[src/qpfe_defines.svh]
`ifndef QPFE_DEFINES_SVH
`define QPFE_DEFINES_SVH

`define QPFE_OSC_SEL_W 2
`define QPFE_OSC_SEL_LP 2'h0
`define QPFE_OSC_SEL_XT 2'h1
`define QPFE_OSC_SEL_HS 2'h2
`define QPFE_OSC_SEL_RC 2'h3
`define QPFE_SUPPORTED_DEFAULT 4'hf
`define QPFE_PC_W_DEFAULT 11
`define QPFE_INSTR_W_DEFAULT 12
`define QPFE_DATA_ADDR_W_DEFAULT 7
`define QPFE_DATA_W_DEFAULT 8
`define QPFE_ADDR_FIELD_LSB 0

`endif

[src/qpfe_pkg.sv]
package qpfe_pkg;
  typedef logic [1:0] osc_sel_t;
  typedef enum logic [1:0] {
    low_power_crystal_mode,
    crystal_resonator_mode,
    high_speed_crystal_mode,
    resistor_capacitor_mode
  } osc_mode_t;
  typedef enum {
    st_phase_one,
    st_phase_two,
    st_phase_three,
    st_phase_four
  } phase_t;
endpackage

[src/phase_if.sv]
`timescale 1ns/1ps
interface phase_if;
  logic phase_one;
  logic phase_two;
  logic phase_three;
  logic phase_four;
  modport gen (output phase_one, output phase_two, output phase_three, output phase_four);
  modport sink (input phase_one, input phase_two, input phase_three, input phase_four);
endinterface

[src/quad_phase_fetch_execute_timing.sv]
`timescale 1ns/1ps
`include "qpfe_defines.svh"
// How it works
// - divide input clock into four phases
// - program counter increments in phase one
// - capture fetched word in phase four
// - load instruction register phase one, execute after
// - operand read phase two, result write four
// - fetch overlaps execute, one per cycle
// - counter-changing instruction costs two cycles
// - config field selects one of four modes
// - quarter-rate clock out in RC mode
// - crystal modes accept external clock input
// - master clear low holds reset
module quad_phase_fetch_execute_timing #(
  parameter int PC_W = `QPFE_PC_W_DEFAULT,
  parameter int INSTR_W = `QPFE_INSTR_W_DEFAULT,
  parameter int DATA_ADDR_W = `QPFE_DATA_ADDR_W_DEFAULT,
  parameter int DATA_W = `QPFE_DATA_W_DEFAULT,
  parameter logic [3:0] SUPPORTED_MODES = `QPFE_SUPPORTED_DEFAULT,
  parameter logic [PC_W-1:0] RESET_VECTOR = '1
) (
  input wire logic i_clk,
  input wire logic i_rst,
  input wire logic i_master_clear_pin_n,
  input wire qpfe_pkg::osc_sel_t i_osc_select_bits,
  output logic o_osc_output_pin,
  output qpfe_pkg::osc_mode_t o_osc_mode,
  output logic o_mode_unsupported,
  output logic o_phase_one,
  output logic o_phase_two,
  output logic o_phase_three,
  output logic o_phase_four,
  output logic [PC_W-1:0] o_program_counter,
  input wire logic [INSTR_W-1:0] i_prog_data,
  output logic [INSTR_W-1:0] o_instr,
  output logic o_exec_valid,
  input wire logic [DATA_W-1:0] i_result,
  input wire logic i_result_we,
  input wire logic i_jump,
  input wire logic [PC_W-1:0] i_jump_target,
  output logic [DATA_ADDR_W-1:0] o_data_addr,
  output logic o_data_rd,
  input wire logic [DATA_W-1:0] i_data_rdata,
  output logic [DATA_W-1:0] o_operand,
  output logic o_data_wr,
  output logic [DATA_W-1:0] o_data_wdata
);
  import qpfe_pkg::*;

  generate
    if (PC_W < 2 || PC_W > 16 || DATA_W < 1 ||
        DATA_ADDR_W + `QPFE_ADDR_FIELD_LSB > INSTR_W) begin : g_bad_params
      $error("unsupported parameter set");
    end
  endgenerate

  phase_if ph ();

  logic pin_rst;
  logic core_rst;
  logic unsupported;
  logic [PC_W-1:0] pc_reg;
  logic [INSTR_W-1:0] fetch_reg;
  logic fetch_valid_reg;
  logic [INSTR_W-1:0] ir_reg;
  logic exec_valid_reg;
  logic [DATA_ADDR_W-1:0] data_addr_reg;
  logic rd_reg;
  logic [DATA_W-1:0] operand_reg;
  logic wr_reg;
  logic [DATA_W-1:0] wdata_reg;
  logic jump_now;

  // master clear is active low; an unsupported mode also holds the core
  assign pin_rst = i_rst || !i_master_clear_pin_n;
  assign core_rst = pin_rst || unsupported;
  assign jump_now = exec_valid_reg && ph.phase_four && i_jump;

  phase_gen u_phase_gen (
    .i_clk(i_clk),
    .i_rst(core_rst),
    .ph(ph.gen)
  );

  osc_mode #(
    .SUPPORTED_MODES(SUPPORTED_MODES)
  ) u_osc_mode (
    .i_clk(i_clk),
    .i_rst(pin_rst),
    .i_osc_select_bits(i_osc_select_bits),
    .ph(ph.sink),
    .o_mode(o_osc_mode),
    .o_unsupported(unsupported),
    .o_osc_output_pin(o_osc_output_pin)
  );

  // program counter: +1 in phase one, jump loads target-1 so the next phase one hits target
  always_ff @(posedge i_clk) begin
    if (core_rst) begin
      pc_reg <= RESET_VECTOR;
    end else if (ph.phase_one) begin
      pc_reg <= pc_reg + 1'b1;
    end else if (jump_now) begin
      pc_reg <= i_jump_target - 1'b1;
    end
  end

  // fetch stage, word captured at the end of phase four
  always_ff @(posedge i_clk) begin
    if (core_rst) begin
      fetch_reg <= '0;
      fetch_valid_reg <= 1'b0;
    end else if (ph.phase_four) begin
      fetch_reg <= i_prog_data;
      fetch_valid_reg <= !jump_now;
    end
  end

  // execute stage, loaded in phase one while the next fetch starts
  always_ff @(posedge i_clk) begin
    if (core_rst) begin
      ir_reg <= '0;
      exec_valid_reg <= 1'b0;
      data_addr_reg <= '0;
    end else if (ph.phase_one) begin
      ir_reg <= fetch_reg;
      exec_valid_reg <= fetch_valid_reg;
      data_addr_reg <= fetch_reg[`QPFE_ADDR_FIELD_LSB +: DATA_ADDR_W];
    end
  end

  // operand read strobe stands through phase two
  always_ff @(posedge i_clk) begin
    if (core_rst) begin
      rd_reg <= 1'b0;
      operand_reg <= '0;
    end else begin
      rd_reg <= ph.phase_one && fetch_valid_reg;
      if (rd_reg) begin
        operand_reg <= i_data_rdata;
      end
    end
  end

  // destination write strobe stands through phase four
  always_ff @(posedge i_clk) begin
    if (core_rst) begin
      wr_reg <= 1'b0;
      wdata_reg <= '0;
    end else begin
      wr_reg <= ph.phase_three && exec_valid_reg && i_result_we;
      if (ph.phase_three) begin
        wdata_reg <= i_result;
      end
    end
  end

  assign o_phase_one = ph.phase_one;
  assign o_phase_two = ph.phase_two;
  assign o_phase_three = ph.phase_three;
  assign o_phase_four = ph.phase_four;
  assign o_mode_unsupported = unsupported;
  assign o_program_counter = pc_reg;
  assign o_instr = ir_reg;
  assign o_exec_valid = exec_valid_reg;
  assign o_data_addr = data_addr_reg;
  assign o_data_rd = rd_reg;
  assign o_operand = operand_reg;
  assign o_data_wr = wr_reg;
  assign o_data_wdata = wdata_reg;

  property p_pc_inc;
    @(posedge i_clk) disable iff (core_rst)
      ph.phase_one |=> (pc_reg == $past(pc_reg) + 1'b1);
  endproperty
  a_pc_inc: assert property (p_pc_inc) else $error("counter not stepped in phase one");

  property p_pc_steady;
    @(posedge i_clk) disable iff (core_rst)
      (ph.phase_two || ph.phase_three) |=> $stable(pc_reg);
  endproperty
  a_pc_steady: assert property (p_pc_steady) else $error("counter moved outside phase one");

  property p_fetch;
    @(posedge i_clk) disable iff (core_rst)
      ph.phase_four && !jump_now |=> fetch_valid_reg && (fetch_reg == $past(i_prog_data));
  endproperty
  a_fetch: assert property (p_fetch) else $error("fetch word not captured");

  property p_ir_load;
    @(posedge i_clk) disable iff (core_rst)
      ph.phase_one |=> (ir_reg == $past(fetch_reg)) && (exec_valid_reg == $past(fetch_valid_reg));
  endproperty
  a_ir_load: assert property (p_ir_load) else $error("instruction register not loaded");

  property p_rd_phase;
    @(posedge i_clk) disable iff (core_rst)
      o_data_rd == (ph.phase_two && exec_valid_reg);
  endproperty
  a_rd_phase: assert property (p_rd_phase) else $error("read strobe outside phase two");

  property p_wr_phase;
    @(posedge i_clk) disable iff (core_rst)
      o_data_wr |-> ph.phase_four && exec_valid_reg && $past(i_result_we);
  endproperty
  a_wr_phase: assert property (p_wr_phase) else $error("write strobe outside phase four");

  property p_seq_flow;
    @(posedge i_clk) disable iff (core_rst)
      exec_valid_reg && ph.phase_four && !i_jump |=> ##1 exec_valid_reg [*4];
  endproperty
  a_seq_flow: assert property (p_seq_flow) else $error("bubble in sequential flow");

  property p_jump_bubble;
    @(posedge i_clk) disable iff (core_rst)
      jump_now |=> (pc_reg == $past(i_jump_target) - 1'b1) ##1 !exec_valid_reg [*4];
  endproperty
  a_jump_bubble: assert property (p_jump_bubble) else $error("jump did not cost a cycle");

  property p_master_clear_pin;
    @(posedge i_clk)
      !i_master_clear_pin_n |=> !exec_valid_reg && !fetch_valid_reg && ph.phase_one &&
                                (pc_reg == RESET_VECTOR);
  endproperty
  a_master_clear_pin: assert property (p_master_clear_pin) else $error("master clear did not reset");

  property p_operand_capture;
    @(posedge i_clk) disable iff (core_rst)
      o_data_rd |=> (o_operand == $past(i_data_rdata));
  endproperty
  a_operand_capture: assert property (p_operand_capture) else $error("operand not taken");

  property p_operand_hold;
    @(posedge i_clk) disable iff (core_rst)
      !o_data_rd |=> $stable(o_operand);
  endproperty
  a_operand_hold: assert property (p_operand_hold) else $error("operand moved without read");

  property p_wdata_capture;
    @(posedge i_clk) disable iff (core_rst)
      ph.phase_three |=> (o_data_wdata == $past(i_result));
  endproperty
  a_wdata_capture: assert property (p_wdata_capture) else $error("result not taken");

  property p_wr_needs_we;
    @(posedge i_clk) disable iff (core_rst)
      ph.phase_three && exec_valid_reg && i_result_we |=> o_data_wr;
  endproperty
  a_wr_needs_we: assert property (p_wr_needs_we) else $error("write strobe missing");

  property p_wr_once;
    @(posedge i_clk) disable iff (core_rst)
      o_data_wr |=> !o_data_wr;
  endproperty
  a_wr_once: assert property (p_wr_once) else $error("write strobe too long");

  property p_strobes_apart;
    @(posedge i_clk) disable iff (core_rst)
      !(o_data_rd && o_data_wr);
  endproperty
  a_strobes_apart: assert property (p_strobes_apart) else $error("read and write together");

  property p_rd_after_load;
    @(posedge i_clk) disable iff (core_rst)
      ph.phase_one && fetch_valid_reg |=> o_data_rd;
  endproperty
  a_rd_after_load: assert property (p_rd_after_load) else $error("read strobe missing");

  property p_addr_field;
    @(posedge i_clk) disable iff (core_rst)
      ph.phase_one |=> (data_addr_reg == $past(fetch_reg[`QPFE_ADDR_FIELD_LSB +: DATA_ADDR_W]));
  endproperty
  a_addr_field: assert property (p_addr_field) else $error("data address not from word");

  property p_ir_hold;
    @(posedge i_clk) disable iff (core_rst)
      !ph.phase_one |=> $stable(ir_reg);
  endproperty
  a_ir_hold: assert property (p_ir_hold) else $error("instruction moved mid cycle");

  property p_fetch_hold;
    @(posedge i_clk) disable iff (core_rst)
      !ph.phase_four |=> $stable(fetch_reg);
  endproperty
  a_fetch_hold: assert property (p_fetch_hold) else $error("fetch word moved mid cycle");

  property p_exec_hold_valid;
    @(posedge i_clk) disable iff (core_rst)
      !ph.phase_one |=> $stable(exec_valid_reg);
  endproperty
  a_exec_hold_valid: assert property (p_exec_hold_valid) else $error("valid moved mid cycle");

  property p_pc_jump_only;
    @(posedge i_clk) disable iff (core_rst)
      ph.phase_four && !jump_now |=> $stable(pc_reg);
  endproperty
  a_pc_jump_only: assert property (p_pc_jump_only) else $error("counter moved in phase four");

  property p_jump_discard;
    @(posedge i_clk) disable iff (core_rst)
      jump_now |=> !fetch_valid_reg;
  endproperty
  a_jump_discard: assert property (p_jump_discard) else $error("stale fetch kept");

  property p_jump_target;
    @(posedge i_clk) disable iff (core_rst)
      jump_now |=> ##1 (pc_reg == $past(i_jump_target, 2));
  endproperty
  a_jump_target: assert property (p_jump_target) else $error("target not reached");

  property p_unsupported_hold;
    @(posedge i_clk) disable iff (pin_rst)
      unsupported |=> ph.phase_one && !exec_valid_reg;
  endproperty
  a_unsupported_hold: assert property (p_unsupported_hold) else $error("core ran unsupported");
endmodule

[src/phase_gen.sv]
`timescale 1ns/1ps
module phase_gen (
  input wire logic i_clk,
  input wire logic i_rst,
  phase_if.gen ph
);
  import qpfe_pkg::*;

  phase_t state_reg;
  phase_t state_next;

  // divide by four into one-hot phases
  always_comb begin
    case (state_reg)
      st_phase_one: state_next = st_phase_two;
      st_phase_two: state_next = st_phase_three;
      st_phase_three: state_next = st_phase_four;
      st_phase_four: state_next = st_phase_one;
      default: state_next = st_phase_one;
    endcase
  end

  always_ff @(posedge i_clk) begin
    if (i_rst) begin
      state_reg <= st_phase_one;
    end else begin
      state_reg <= state_next;
    end
  end

  assign ph.phase_one = (state_reg == st_phase_one);
  assign ph.phase_two = (state_reg == st_phase_two);
  assign ph.phase_three = (state_reg == st_phase_three);
  assign ph.phase_four = (state_reg == st_phase_four);

  property p_phase_onehot;
    @(posedge i_clk) disable iff (i_rst)
      $onehot({ph.phase_one, ph.phase_two, ph.phase_three, ph.phase_four});
  endproperty
  a_phase_onehot: assert property (p_phase_onehot) else $error("phases not one-hot");

  property p_phase_cycle;
    @(posedge i_clk) disable iff (i_rst)
      ph.phase_one |=> ph.phase_two ##1 ph.phase_three ##1 ph.phase_four ##1 ph.phase_one;
  endproperty
  a_phase_cycle: assert property (p_phase_cycle) else $error("phase order broken");

  property p_phase_restart;
    @(posedge i_clk) $past(i_rst) |-> ph.phase_one;
  endproperty
  a_phase_restart: assert property (p_phase_restart) else $error("no restart at phase one");
endmodule

[src/osc_mode.sv]
`timescale 1ns/1ps
`include "qpfe_defines.svh"
module osc_mode #(
  parameter logic [3:0] SUPPORTED_MODES = `QPFE_SUPPORTED_DEFAULT
) (
  input wire logic i_clk,
  input wire logic i_rst,
  input wire qpfe_pkg::osc_sel_t i_osc_select_bits,
  phase_if.sink ph,
  output qpfe_pkg::osc_mode_t o_mode,
  output logic o_unsupported,
  output logic o_osc_output_pin
);
  import qpfe_pkg::*;

  osc_mode_t mode_reg;
  osc_mode_t mode_next;
  logic unsupported_reg;
  logic osc_out_reg;

  // decode of the configuration field
  always_comb begin
    if (i_osc_select_bits == `QPFE_OSC_SEL_LP) begin
      mode_next = low_power_crystal_mode;
    end else if (i_osc_select_bits == `QPFE_OSC_SEL_XT) begin
      mode_next = crystal_resonator_mode;
    end else if (i_osc_select_bits == `QPFE_OSC_SEL_HS) begin
      mode_next = high_speed_crystal_mode;
    end else begin
      mode_next = resistor_capacitor_mode;
    end
  end

  always_ff @(posedge i_clk) begin
    if (i_rst) begin
      mode_reg <= crystal_resonator_mode;
    end else begin
      mode_reg <= mode_next;
    end
  end

  // variant without a mode holds the core; set at reset so the core never runs early
  always_ff @(posedge i_clk) begin
    if (i_rst) begin
      unsupported_reg <= 1'b1;
    end else begin
      unsupported_reg <= ~SUPPORTED_MODES[i_osc_select_bits];
    end
  end

  // quarter-rate clock out, high in phases three and four
  // crystal modes leave the pin low; i_clk is the crystal or external clock alike
  always_ff @(posedge i_clk) begin
    if (i_rst) begin
      osc_out_reg <= 1'b0;
    end else begin
      osc_out_reg <= (mode_reg == resistor_capacitor_mode) &&
                     (ph.phase_two || ph.phase_three);
    end
  end

  assign o_mode = mode_reg;
  assign o_unsupported = unsupported_reg;
  assign o_osc_output_pin = osc_out_reg;

  property p_rc_high;
    @(posedge i_clk) disable iff (i_rst)
      (mode_reg == resistor_capacitor_mode) && $past(mode_reg == resistor_capacitor_mode) &&
      (ph.phase_three || ph.phase_four) |-> o_osc_output_pin;
  endproperty
  a_rc_high: assert property (p_rc_high) else $error("clock out low in phase three or four");

  property p_rc_low;
    @(posedge i_clk) disable iff (i_rst)
      (ph.phase_one || ph.phase_two) |-> !o_osc_output_pin;
  endproperty
  a_rc_low: assert property (p_rc_low) else $error("clock out high in phase one or two");

  property p_xtal_quiet;
    @(posedge i_clk) disable iff (i_rst)
      (mode_reg != resistor_capacitor_mode) |=> !o_osc_output_pin;
  endproperty
  a_xtal_quiet: assert property (p_xtal_quiet) else $error("clock out in crystal mode");

  property p_unsupported;
    @(posedge i_clk) disable iff (i_rst)
      1'b1 |=> (o_unsupported == !SUPPORTED_MODES[$past(i_osc_select_bits)]);
  endproperty
  a_unsupported: assert property (p_unsupported) else $error("support flag wrong");
endmodule

[config.mk]
export PLATFORM = sky130hd
export DESIGN_NAME = quad_phase_fetch_execute_timing
export DESIGN_NICKNAME = d
export VERILOG_FILES = /design/src/qpfe_pkg.sv /design/src/phase_if.sv /design/src/quad_phase_fetch_execute_timing.sv /design/src/phase_gen.sv /design/src/osc_mode.sv
export VERILOG_INCLUDE_DIRS = /design/src
export SDC_FILE = /design/constraint.sdc
export NUM_CORES = 1
export LEC_CHECK = 0
export BUFFER_PORTS_ARGS = -buffer_cell sky130_fd_sc_hd__buf_4
export CAP_MARGIN = 20
export CORE_UTILIZATION = 40
export DETAILED_ROUTE_END_ITERATION = 6
export PLACE_DENSITY = 0.68
export REMOVE_ABC_BUFFERS = 1
export SYNTH_ARGS = -nofsm -noshare
export SYNTH_HDL_FRONTEND = slang
export SYNTH_SLANG_ARGS = --single-unit
[constraint.sdc]
create_clock -name i_clk -period 2.19 [get_ports i_clk]
set_input_delay 0.1095 -clock i_clk [delete_from_list [all_inputs] [get_ports i_clk]]
set_output_delay 0.1095 -clock i_clk [all_outputs]
set_load 0.01 [all_outputs]
**Word level (Yosys, flattened, before mapping)**

Index checks and enable logic that the tools add are counted.

- Equality and inequality tests: 8
- Reductions and logical operators: 16
- $lt $le $gt $ge: 1
- $add $sub $neg: 2
- Mux-type cells: 8
- Bitwise operators: 1

Operator list:

| kind | number |
|---|---|
| $eq A32 B2 Y1 const B | 2 |
| $eq A32 B3 Y1 const B | 2 |
| $logic_not A32 Y1 | 2 |
| $eq A32 B1 Y1 const B | 1 |
| $mux W11 | 2 |
| $add A11 B1 Y11 const B | 1 |
| $sub A11 B1 Y11 const B | 1 |
| $logic_and A1 B1 Y1 | 6 |
| $pmux W2 S3 | 1 |
| $eq A2 B2 Y1 const B | 2 |
| $mux W1 | 4 |
| $logic_or A1 B1 Y1 | 3 |
| $lt A2 B3 Y1 const B | 1 |
| $reduce_or A3 Y1 | 1 |
| $bmux W1 S2 | 1 |
| $eq A2 B1 Y1 const B | 1 |
| $logic_not A1 Y1 | 2 |
| $logic_not A2 Y1 | 1 |
| $reduce_bool A2 Y1 | 1 |
| $not A1 Y1 | 1 |

- Output and inout port bits: 57
- Bits in registers: 98
- Word-level logic and storage cells: 51

**Logic depth before layout (Yosys ltp)**

Gate-level depths: netlist of run 1.

- Depth after elaboration: 5
- Depth in mapped cells: 7

**Modules after synthesis**

A second synthesis of run 1 with hierarchy kept.

- Cells, all modules: 274
- Area total of the unflattened synthesis: 2675.1 µm²

By module, submodules not included:

| module | sequential area each (µm²) | instances | cells each | area each (µm²) |
|---|---|---|---|---|
| quad_phase_fetch_execute_timing | 1101.1 | 1 | 255 | 2451.1 |
| phase_gen | 40.0 | 1 | 10 | 113.9 |
| osc_mode | 80.1 | 1 | 9 | 110.1 |

**Worst setup path after synthesis of run 1**

OpenSTA, ideal clock, no wires.

- Kind: reg-to-reg
- Start: reg u_phase_gen.state_reg[0]
- End: reg pc_reg[8] (netlist: o_program_counter[8])
- Arrival: 1.532 ns
- Library setup time: 0.116 ns
- Buffers on the path: 1
- Setup slack: 0.543 ns
- Stages on the path, launching flop included: 8
- Path through: dfxtp_1 > inv_1 > ha_1 > and4b_1 > buf_2 > nand2_1 > or2_0 > a31o_1

- Elaborated cells on any way between the ends: 6
- Those cells by class: eq/ne: 1; mux: 1; reduce/logical: 4

RTL lines:

| item | line | text |
|---|---|---|
| start, declared | phase_gen.sv:9 | `phase_t state_reg;` |
| start signal, assigned | phase_gen.sv:25 | `state_reg <= st_phase_one;` |
| start signal, assigned | phase_gen.sv:27 | `state_reg <= state_next;` |
| $logic_not A32 Y1 * | phase_gen.sv:31 | `assign ph.phase_one = (state_reg == st_phase_one);` |
| via o_phase_one | quad_phase_fetch_execute_timing.sv:30 | `output logic o_phase_one,` |
| $mux W11 / $reduce_bool A2 Y1 (equally long branches) | n/a |  |
| end signal, assigned | quad_phase_fetch_execute_timing.sv:103 | `pc_reg <= pc_reg + 1'b1;` |
| end signal, assigned | quad_phase_fetch_execute_timing.sv:105 | `pc_reg <= i_jump_target - 1'b1;` |
| end, declared | quad_phase_fetch_execute_timing.sv:63 | `logic [PC_W-1:0] pc_reg;` |

Mark *: on every way through the listed nets, which the timed path passes. The rest lies on a longest branch.
A chain may end at the register's enable or synchronous reset.

**Worst setup path after layout of run 1**

- Start: reg u_phase_gen.state_reg[0]
- End: reg pc_reg[6] (netlist: o_program_counter[6])

- Longest elaborated chain between the ends: 4
- Elaborated cells on any way between the ends: 6
- Those cells by class: eq/ne: 1; mux: 1; reduce/logical: 4

RTL lines:

| item | line | text |
|---|---|---|
| $eq A32 B3 Y1 | phase_gen.sv:34 | `assign ph.phase_four = (state_reg == st_phase_four);` |
| $logic_and A1 B1 Y1 (2 in a row) | quad_phase_fetch_execute_timing.sv:78 | `assign jump_now = exec_valid_reg && ph.phase_four && i_jump;` |
| $reduce_bool A2 Y1 (no line) | n/a |  |

Parallel ways exist; a longest one is shown, timed or not.

==> summary by stage, run 1 <==
Synth
After synthesis, the share of flip-flops with an asynchronous set or reset is 0. The total of warnings raised by yosys is 0. The share of the Yosys chip area taken by registers is 0.463. The synthesized design contains 0 enable-type register cells.

Counting every instance in the synthesized netlist gives 278. In this run the cell area of the synthesized design comes to 2640 um2. The register bit count reported by yosys is 61. The main flop type after synthesis is sky130_fd_sc_hd__dfxtp_1.

The average instance in the mapped netlist occupies 9.48 um2. The count of different cell masters after synthesis is 44.

Min path
The worst min-delay path class is input port to flop.

Setup path
In this run the worst setup path begins at u_phase_gen.state_reg[0]. The startpoint identified for the worst register-to-register timing path is u_phase_gen.state_reg[0]. The largest fanout of any net on the critical path is 8.

For flop-to-flop paths, the worst setup slack is 330 ps. The critical path endpoint is o_program_counter[6]. The path depth of the worst reg2reg path is 7. STA classifies the critical path endpoint as a flop. Data on the critical path is required at its endpoint by 2410 ps. The endpoint arrival time on the critical path is 2070 ps. The worst setup path is launched from a flop. The classification of the worst setup path is flop to flop.

The end of the worst register-to-register path is o_program_counter[6].

Drt
In this run, the number of DRC markers left after iteration 0 of detailed routing was 109. The detail-routed via count per cell is 4.98. After detailed routing, the number of remaining DRC violations is 0.

The first detailed-routing pass took 4 iterations. The post-detailed-route count of antenna-violating nets is 0. The uppermost signal routing layer after detailed routing is met4.

The detailed route wirelength on metal2 is 2830 um. In the final routing, the length of wire on met1 measures 2730 um. The average wire per cell in the routed design is 13.2 um.

In the detailed route, the total length drawn on met3 is 404 um. The routed layout has 2273 vias. Wires add up to 6040 um.

Floorplan
The width of the die is 83.2 um. The number of core rows is 29. The area of the core is 6350 um2. Pin placement for this block handled 103 I/O pins. In this run the vertical extent of the chip is 83.2 um. The starting density of the core is 0.415. The area of the die is 6920 um2.

Placed design
The final weighted congestion in routability-driven placement is 0.796. The placed wire-length estimate after detailed placement is 4360 um. The setup slack at placement is 330 ps. The number of I/O port buffers is 102. The instance area after placement is 3410 um2.

Global routing
For this run, the total global-route usage over all layers was measured as 0.179. The global-route wire length before repair is 10000 um. Summed over all layers, the global routing overflow is 0.

The via count of the first global-routing pass is 2137. The initial antenna violation count was 0. The maximum number of pins on one net before global-route repair is 42.

Clocking
The clock latency of the later-clocked register in the worst-skew pair is 320 ps. The number of buffers inserted to repair setup after CTS is 0. The total clock buffers created by CTS is 9.

The H-tree was split into 3 levels. Clock tree synthesis found a total of 61 sinks. The root buffer cell chosen for the clock tree is sky130_fd_sc_hd__clkbuf_8. The hold buffer count at CTS is 2. The number of buffers on the longest clock path is 2. After clock tree synthesis, the clock-pin slew on the worst setup and hold paths is 70 ps.

TritonCTS built the clock tree. The number of gates resized after CTS was 0.

Cells and area
0 antenna diodes ended up in the layout. The final layout net count is 427. The layout cell share with drive strength beyond 1 is 0.332. Once layout is done, the placed cells without fillers occupy 3640 um2. The area overhead of the layout relative to synthesis is 38.1%. The share of the core filled with cells in the final layout is 0.573.

STA
The worst-case hold slack is 22.0 ps. Setup violations remaining at the end of the flow were counted as 0. Headroom to the max-slew limit came out at 0.590. In the post-route analysis, the smallest setup slack over all paths is 333 ps. The actual transition at the worst max-transition pin is 615 ps. Dividing the final minimum period by the clock period gives 0.848. Setup repair after global routing left no endpoint under its margin. Adding up every negative setup slack in the final design gives 0 ps.

The number of slew-limit violations in the final report is 0. Between clock sinks in the finished design, the worst skew comes to 8.70 ps. The total count of hold-check failures in the final report is 0. Timing would allow up to 539 MHz. The worst path needs 1860 ps of the cycle, external delays included.

Pwr
Summed over all cells, the static leakage comes to 1.54 nW. The maximum vdd ir drop is 0.000543 V. Dividing total power by cell area gives a power density of 646 nW/um2.

Flow run
Max-cap violations in this run came to 0.

Status
The flow ran to the end, and the final reports show no timing, DRC or antenna violations.
==> per-stage QoR <==
step | cells | power [mW]
after floorplan | 255 | 1.23
after global placement | 439 | 1.34
after detailed placement | 439 | 1.34
after CTS | 456 | 2.38
after global routing | 456 | 2.46
final | 456 | 2.35
==> cells in the final DEF, fill, tap and decap left out, types with 5 or more instances in the layout <==
| cell | instances |
|---|---|
| sky130_fd_sc_hd__mux2i_1 | 42 |
| sky130_fd_sc_hd__ha_1 | 6 |
| sky130_fd_sc_hd__clkbuf_8 | 12 |
| sky130_fd_sc_hd__nand3_1 | 6 |
| sky130_fd_sc_hd__nor2_1 | 55 |
| sky130_fd_sc_hd__inv_1 | 5 |
| sky130_fd_sc_hd__buf_4 | 107 |
| sky130_fd_sc_hd__nand2_1 | 11 |
| sky130_fd_sc_hd__dfxtp_1 | 61 |
| sky130_fd_sc_hd__a21oi_1 | 7 |
==> area by class of cell <==
type                            count  area [um2]
Fill cell                         578        2710
Multi-Input combinational cell    189        1270
Sequential cell                    61        1220
Timing Repair Buffer              109         823
Clock buffer                       12         165
Tap cell                           77        96.3
Clock inverter                      3        43.8
Inverter                            5        18.8
==> power breakdown <==
part	internal (mW)	switching, mW	leakage, nW
clock	0.613	0.424	0.108
combinational	0.106	0.0809	0.941
sequential	1.12	0.00967	0.493
total	1.84	0.514	1.54
==> layer usage <==
metal,up-vias,GRT usage
met1,1046,0.227
met2,68,0.282
met4,0,0.0658
met3,7,0.0586
met5,-,0
li1,1152,-
==> synthesized netlist by cell type (5+ instances only) <==
cell type / number / area, um2
sky130_fd_sc_hd__dfxtp_1: 61 / 1220
sky130_fd_sc_hd__buf_4: 8 / 60.1
sky130_fd_sc_hd__ha_1: 6 / 75.1
sky130_fd_sc_hd__buf_2: 6 / 30.0
sky130_fd_sc_hd__mux2i_1: 42 / 420
sky130_fd_sc_hd__inv_1: 5 / 18.8
sky130_fd_sc_hd__nand2_1: 11 / 41.3
sky130_fd_sc_hd__nand3_1: 6 / 30.0
sky130_fd_sc_hd__nor2_1: 55 / 206
sky130_fd_sc_hd__clkbuf_1: 6 / 22.5
sky130_fd_sc_hd__a21oi_1: 7 / 35.0
==> worst min path at each step <==
| stage | start | end | slack (ps) | cells after the start |
|---|---|---|---|---|
| detailed placement | i_osc_select_bits[0] | u_osc_mode.o_mode[0] | 310 | 2 |
| global placement | i_osc_select_bits[0] | u_osc_mode.o_mode[0] | 300 | 2 |
| CTS | i_prog_data[9] | fetch_reg[9] | 8 | 3 |
| finish | i_data_rdata[4] | o_operand[4] | 20 | 3 |
| floorplan | i_osc_select_bits[0] | u_osc_mode.o_mode[0] | 220 | 1 |
| global route | i_data_rdata[4] | o_operand[4] | 10 | 3 |
==> worst max-delay path, cell delays in order (launching register included) <==
cell	delay (ps)
sky130_fd_sc_hd__dfxtp_1	360
sky130_fd_sc_hd__inv_1	80
sky130_fd_sc_hd__ha_1	240
sky130_fd_sc_hd__buf_4	170
sky130_fd_sc_hd__nand4b_1	360
sky130_fd_sc_hd__a211o_2	410
sky130_fd_sc_hd__nand2_1	60
sky130_fd_sc_hd__o21ai_1	60
==> cell families after synthesis <==
| logic type | count (synthesis) | synth area share |
|---|---|---|
| DFF | 61 | 0.463 |
| adders and majority gates | 6 | 0.0285 |
| muxes | 43 | 0.164 |
| and+or+nand+nor | 100 | 0.185 |
| xor gates and xnor gates | 4 | 0.0133 |
| buffers and inverters | 28 | 0.0541 |
| AOI/OAI and AO/OA | 36 | 0.0925 |
Note: power is estimated with default switching activity, not from simulation.
==> inputs of run 2 (changes only) <==
clock period = 1.9 ns   (was 2.19 ns; I/O delays follow)
==> run 2 against run 1 <==
Compared with the run above: setup slack worse by 130 ps; critical endpoint is now o_program_counter[8]; cell area increased by 7.1%; global-route usage rose by 2.0 points; sequential share of layout area is 2.2 points lower; first-iteration DRC count shrank 36%; highest routed layer unchanged; final cell count increased by 6.1%; fmax rose by 9.6%; non-clock buffer count increased by 27; register-to-register slack worse by 130 ps; critical path depth is 1 lower; die area stayed put.
==> summary by stage, run 2 (same netlist as run 1, synthesis figures left out) <==
Clocking
TritonCTS built the clock tree. The number of buffers on the longest clock path came to 2 (unchanged). The total clock buffers created by CTS was 9 (unchanged). The total number of clock tree sinks came to 61 (unchanged). The number of buffers inserted to repair setup after CTS is 0 (unchanged). The H-tree depth is 3 (unchanged). The clock latency of the later-clocked register in the worst-skew pair is 330 ps (about the same). The clock-pin slew reported for the worst setup and hold paths after clock tree synthesis is 70 ps (about the same). In this run the clock root is driven by a sky130_fd_sc_hd__clkbuf_8.

Drt
The detail-routed via count per cell was 5.02 (+0.68%). The number of detailed-routing iterations run before antenna repair is 4 (unchanged). The count of vias placed by the detailed router is 2429 (+6.9%).

The DRC violation count after routing came to 0 (unchanged). The count of routing violations after the opening detailed-route iteration is 70 (-36%). The post-detailed-route count of antenna-violating nets came to 0 (unchanged). The average wire per cell in the routed design is 13.6 um (+2.6%). The routed wire length is 6580 um (+8.9%).

Cells and area
The total of fill cells in the finished design was 577 (-0.17%). The commonest non-fill, non-tap cell in the layout is sky130_fd_sc_hd__buf_4. The final layout net count is 454 (+6.3%). From synthesis to final layout, the design area changed by 47.9%. In the layout the commonest cells are 108 x sky130_fd_sc_hd__buf_4, 61 x sky130_fd_sc_hd__dfxtp_1, 55 x sky130_fd_sc_hd__nor2_1, 42 x sky130_fd_sc_hd__mux2i_1, 28 x sky130_fd_sc_hd__dlygate4sd3_1. The layout cell share with drive strength beyond 1 was 0.317 (-0.0155). The share of the core filled with cells in the final layout is 0.614 (+0.0408). The final antenna diode count came to 0 (unchanged). The multi-input combinational cell area was 1270 um2 (about the same). The sequential cell area came to 1220 um2 (unchanged).

STA
The clock period minus worst slack is 1690 ps (-162 ps). The final worst clock skew is 7.09 ps (-1.60 ps). The worst slew margin relative to its limit is 0.675 (+0.0853). The actual transition at the worst max-transition pin is 486 ps (-129 ps).

The total count of hold-check failures in the final report was 0 (unchanged). Setup repair after global routing left no endpoint under its margin. The total of endpoints with negative setup slack in the final report came to 0 (unchanged). The number of slew-limit violations in the final report is 0 (unchanged). The maximum clock frequency is 590 MHz (+9.6%). The portion of the clock cycle consumed by the worst path in the final layout is 0.892 (+0.0439). The worst-case hold slack came to 12.7 ps (-9.30 ps).

Setup path
The biggest cell delay along the critical path was 430 ps (+20 ps). The endpoint type of the worst setup path is a flop. The largest fanout of any net on the critical path is 11 (+3). The critical path starts at u_phase_gen.state_reg[0]. The kind of launch point of the worst setup path is a flop. The slack of the worst reg-to-reg path was 210 ps (-130 ps).

The endpoint arrival time on the critical path is 1910 ps (-160 ps). The required time of the critical path is 2120 ps (-290 ps). The classification of the worst setup path is flop to flop. The number of buffer and inverter stages on the critical path is 1 (-1). The signal on the critical path passes through inv_1, ha_1, and4b_2, nand2_1, or2_0, a31o_1.

The start of the worst register-to-register path is u_phase_gen.state_reg[0]. The critical-path cell with the highest stage delay is sky130_fd_sc_hd__and4b_2. In this run the critical register-to-register path is captured at o_program_counter[8]. The cell class contributing the biggest share of worst-path delay is simple AND/OR/NAND/NOR gates. The path depth of the worst reg2reg path is 6 (-1).

Floorplan
The area of the core is 6350 um2 (unchanged). The height of the die is 83.2 um (unchanged). The starting density of the core was 0.415 (unchanged). The area of the die is 6920 um2 (unchanged).

The number of top-level pins is 103 (unchanged). The number of core rows is 29 (unchanged). The width of the die is 83.2 um (unchanged).

Flow run
The max capacitance violation total is 0 (unchanged).

Min path
The number of stages on the worst hold path is 3 (unchanged). The min-delay analysis places its worst path in the category input port to flop. The path with the worst hold slack has its endpoint at o_data_wdata[0]. The startpoint identified for the worst hold timing path is i_result[0].

Pwr
The combinational power share came to 0.096 (+0.016). The power spent charging and discharging nets is 633 uW (+23%). The ratio of total power to cell area was 697 nW/um2 (+7.9%). The clock share of power was 0.426 (-0.015).

The fraction of power consumed by sequential logic is 0.478 (about the same). The total internal power was 2.08 mW (+13%). The switching share of total power came to 0.233 (+0.0142). The leakage power total came to 1.65 nW (+7.0%).

The maximum vdd ir drop came to 0.000505 V (-6.9%).

Placed design
The placed wire-length estimate after detailed placement is 4450 um (+2.0%). The final weighted congestion in routability-driven placement is 0.770 (-3.2%). The number of I/O port buffers is 102 (unchanged).

Global routing
The global-route wire length before repair is 11100 um (+11%). The global-route usage over all layers is 0.199 (+0.0202). The via count of the first global-routing pass is 2367 (+11%).

The global-route congestion overflow total came to 0 (unchanged). The initial antenna violation count came to 0 (unchanged). The maximum number of pins on one net before global-route repair is 44 (+4.8%).

Status
The flow ran to the end, and the final reports show no timing, DRC or antenna violations.
run 2: cell count changes in the layout (fill, tap and decap cells not counted), sizes merged:
cell,previous run,this run
buf,107,108
clkbuf,12,10
clkinv,2,3
clkinvlp,0,1
dlygate4sd3,2,28
inv,5,6
run 2: how the worst max path moves through the flow:
stage / endpoint / cells past startpoint / slack, ps
final: o_program_counter[8] / 6 / 210
after global routing: o_program_counter[6] / 6 / 20
after CTS: o_program_counter[8] / 6 / 110
after detailed placement: o_program_counter[8] / 6 / 120
after global placement: o_program_counter[8] / 6 / 210
after floorplan: o_program_counter[9] / 6 / -350
run 2: timing repair:
item                                   in CTS  in global routing
endpoints found under the hold margin      28                  0
resized for setup                           0                  1
hold buffers                               28                  0
setup endpoints to repair                   0                  1
run 2: layout make-up:
type,instances,area share
flip-flops and latches,61,0.313
multi-input cells,189,0.327
clock buffers,10,0.0353
repair buffers,136,0.280
well taps,77,0.0247
inverters,5,0.00481
clock inverters,6,0.0157
run 2: worst reg2reg max path, stage by stage (launching register included):
cell and delay (ps):
sky130_fd_sc_hd__dfxtp_1 360, sky130_fd_sc_hd__inv_1 80, sky130_fd_sc_hd__ha_1 250, sky130_fd_sc_hd__and4b_2 430
sky130_fd_sc_hd__nand2_1 70, sky130_fd_sc_hd__or2_0 190, sky130_fd_sc_hd__a31o_1 200
run 2: metrics by stage:
| stage | worst slack [ps] | area [um2] | setup TNS (ps) | std cells | power, mW |
|---|---|---|---|---|---|
| after floorplan | -345 | 2510 | -1790 | 255 | 1.42 |
| after global placement | 212 | 3420 | 0 | 440 | 1.54 |
| after detailed placement | 122 | 3420 | 0 | 440 | 1.54 |
| after CTS | 110 | 3900 | 0 | 484 | 2.75 |
| after global routing | 24.6 | 3900 | 0 | 484 | 2.84 |
| final | 206 | 3900 | 0 | 484 | 2.72 |
run 2: power by group through the flow:
stage / sequential (mW) / clock [mW] / combinational, mW
after CTS: 1.30 / 1.19 / 0.261
final: 1.30 / 1.16 / 0.260
after global placement: 1.33 / 0 / 0.211
after global routing: 1.30 / 1.25 / 0.283
after detailed placement: 1.33 / 0 / 0.215
after floorplan: 1.33 / 0 / 0.0883
run 2: routing by layer:
layer / routed length, um / up-vias / track usage
li1: - / 1210 / -
met1: 2820 / 1137 / 0.240
met2: 3220 / 72 / 0.323
met3: 437 / 10 / 0.0567
met4: 101 / 0 / 0.100
met5: 0 / - / 0
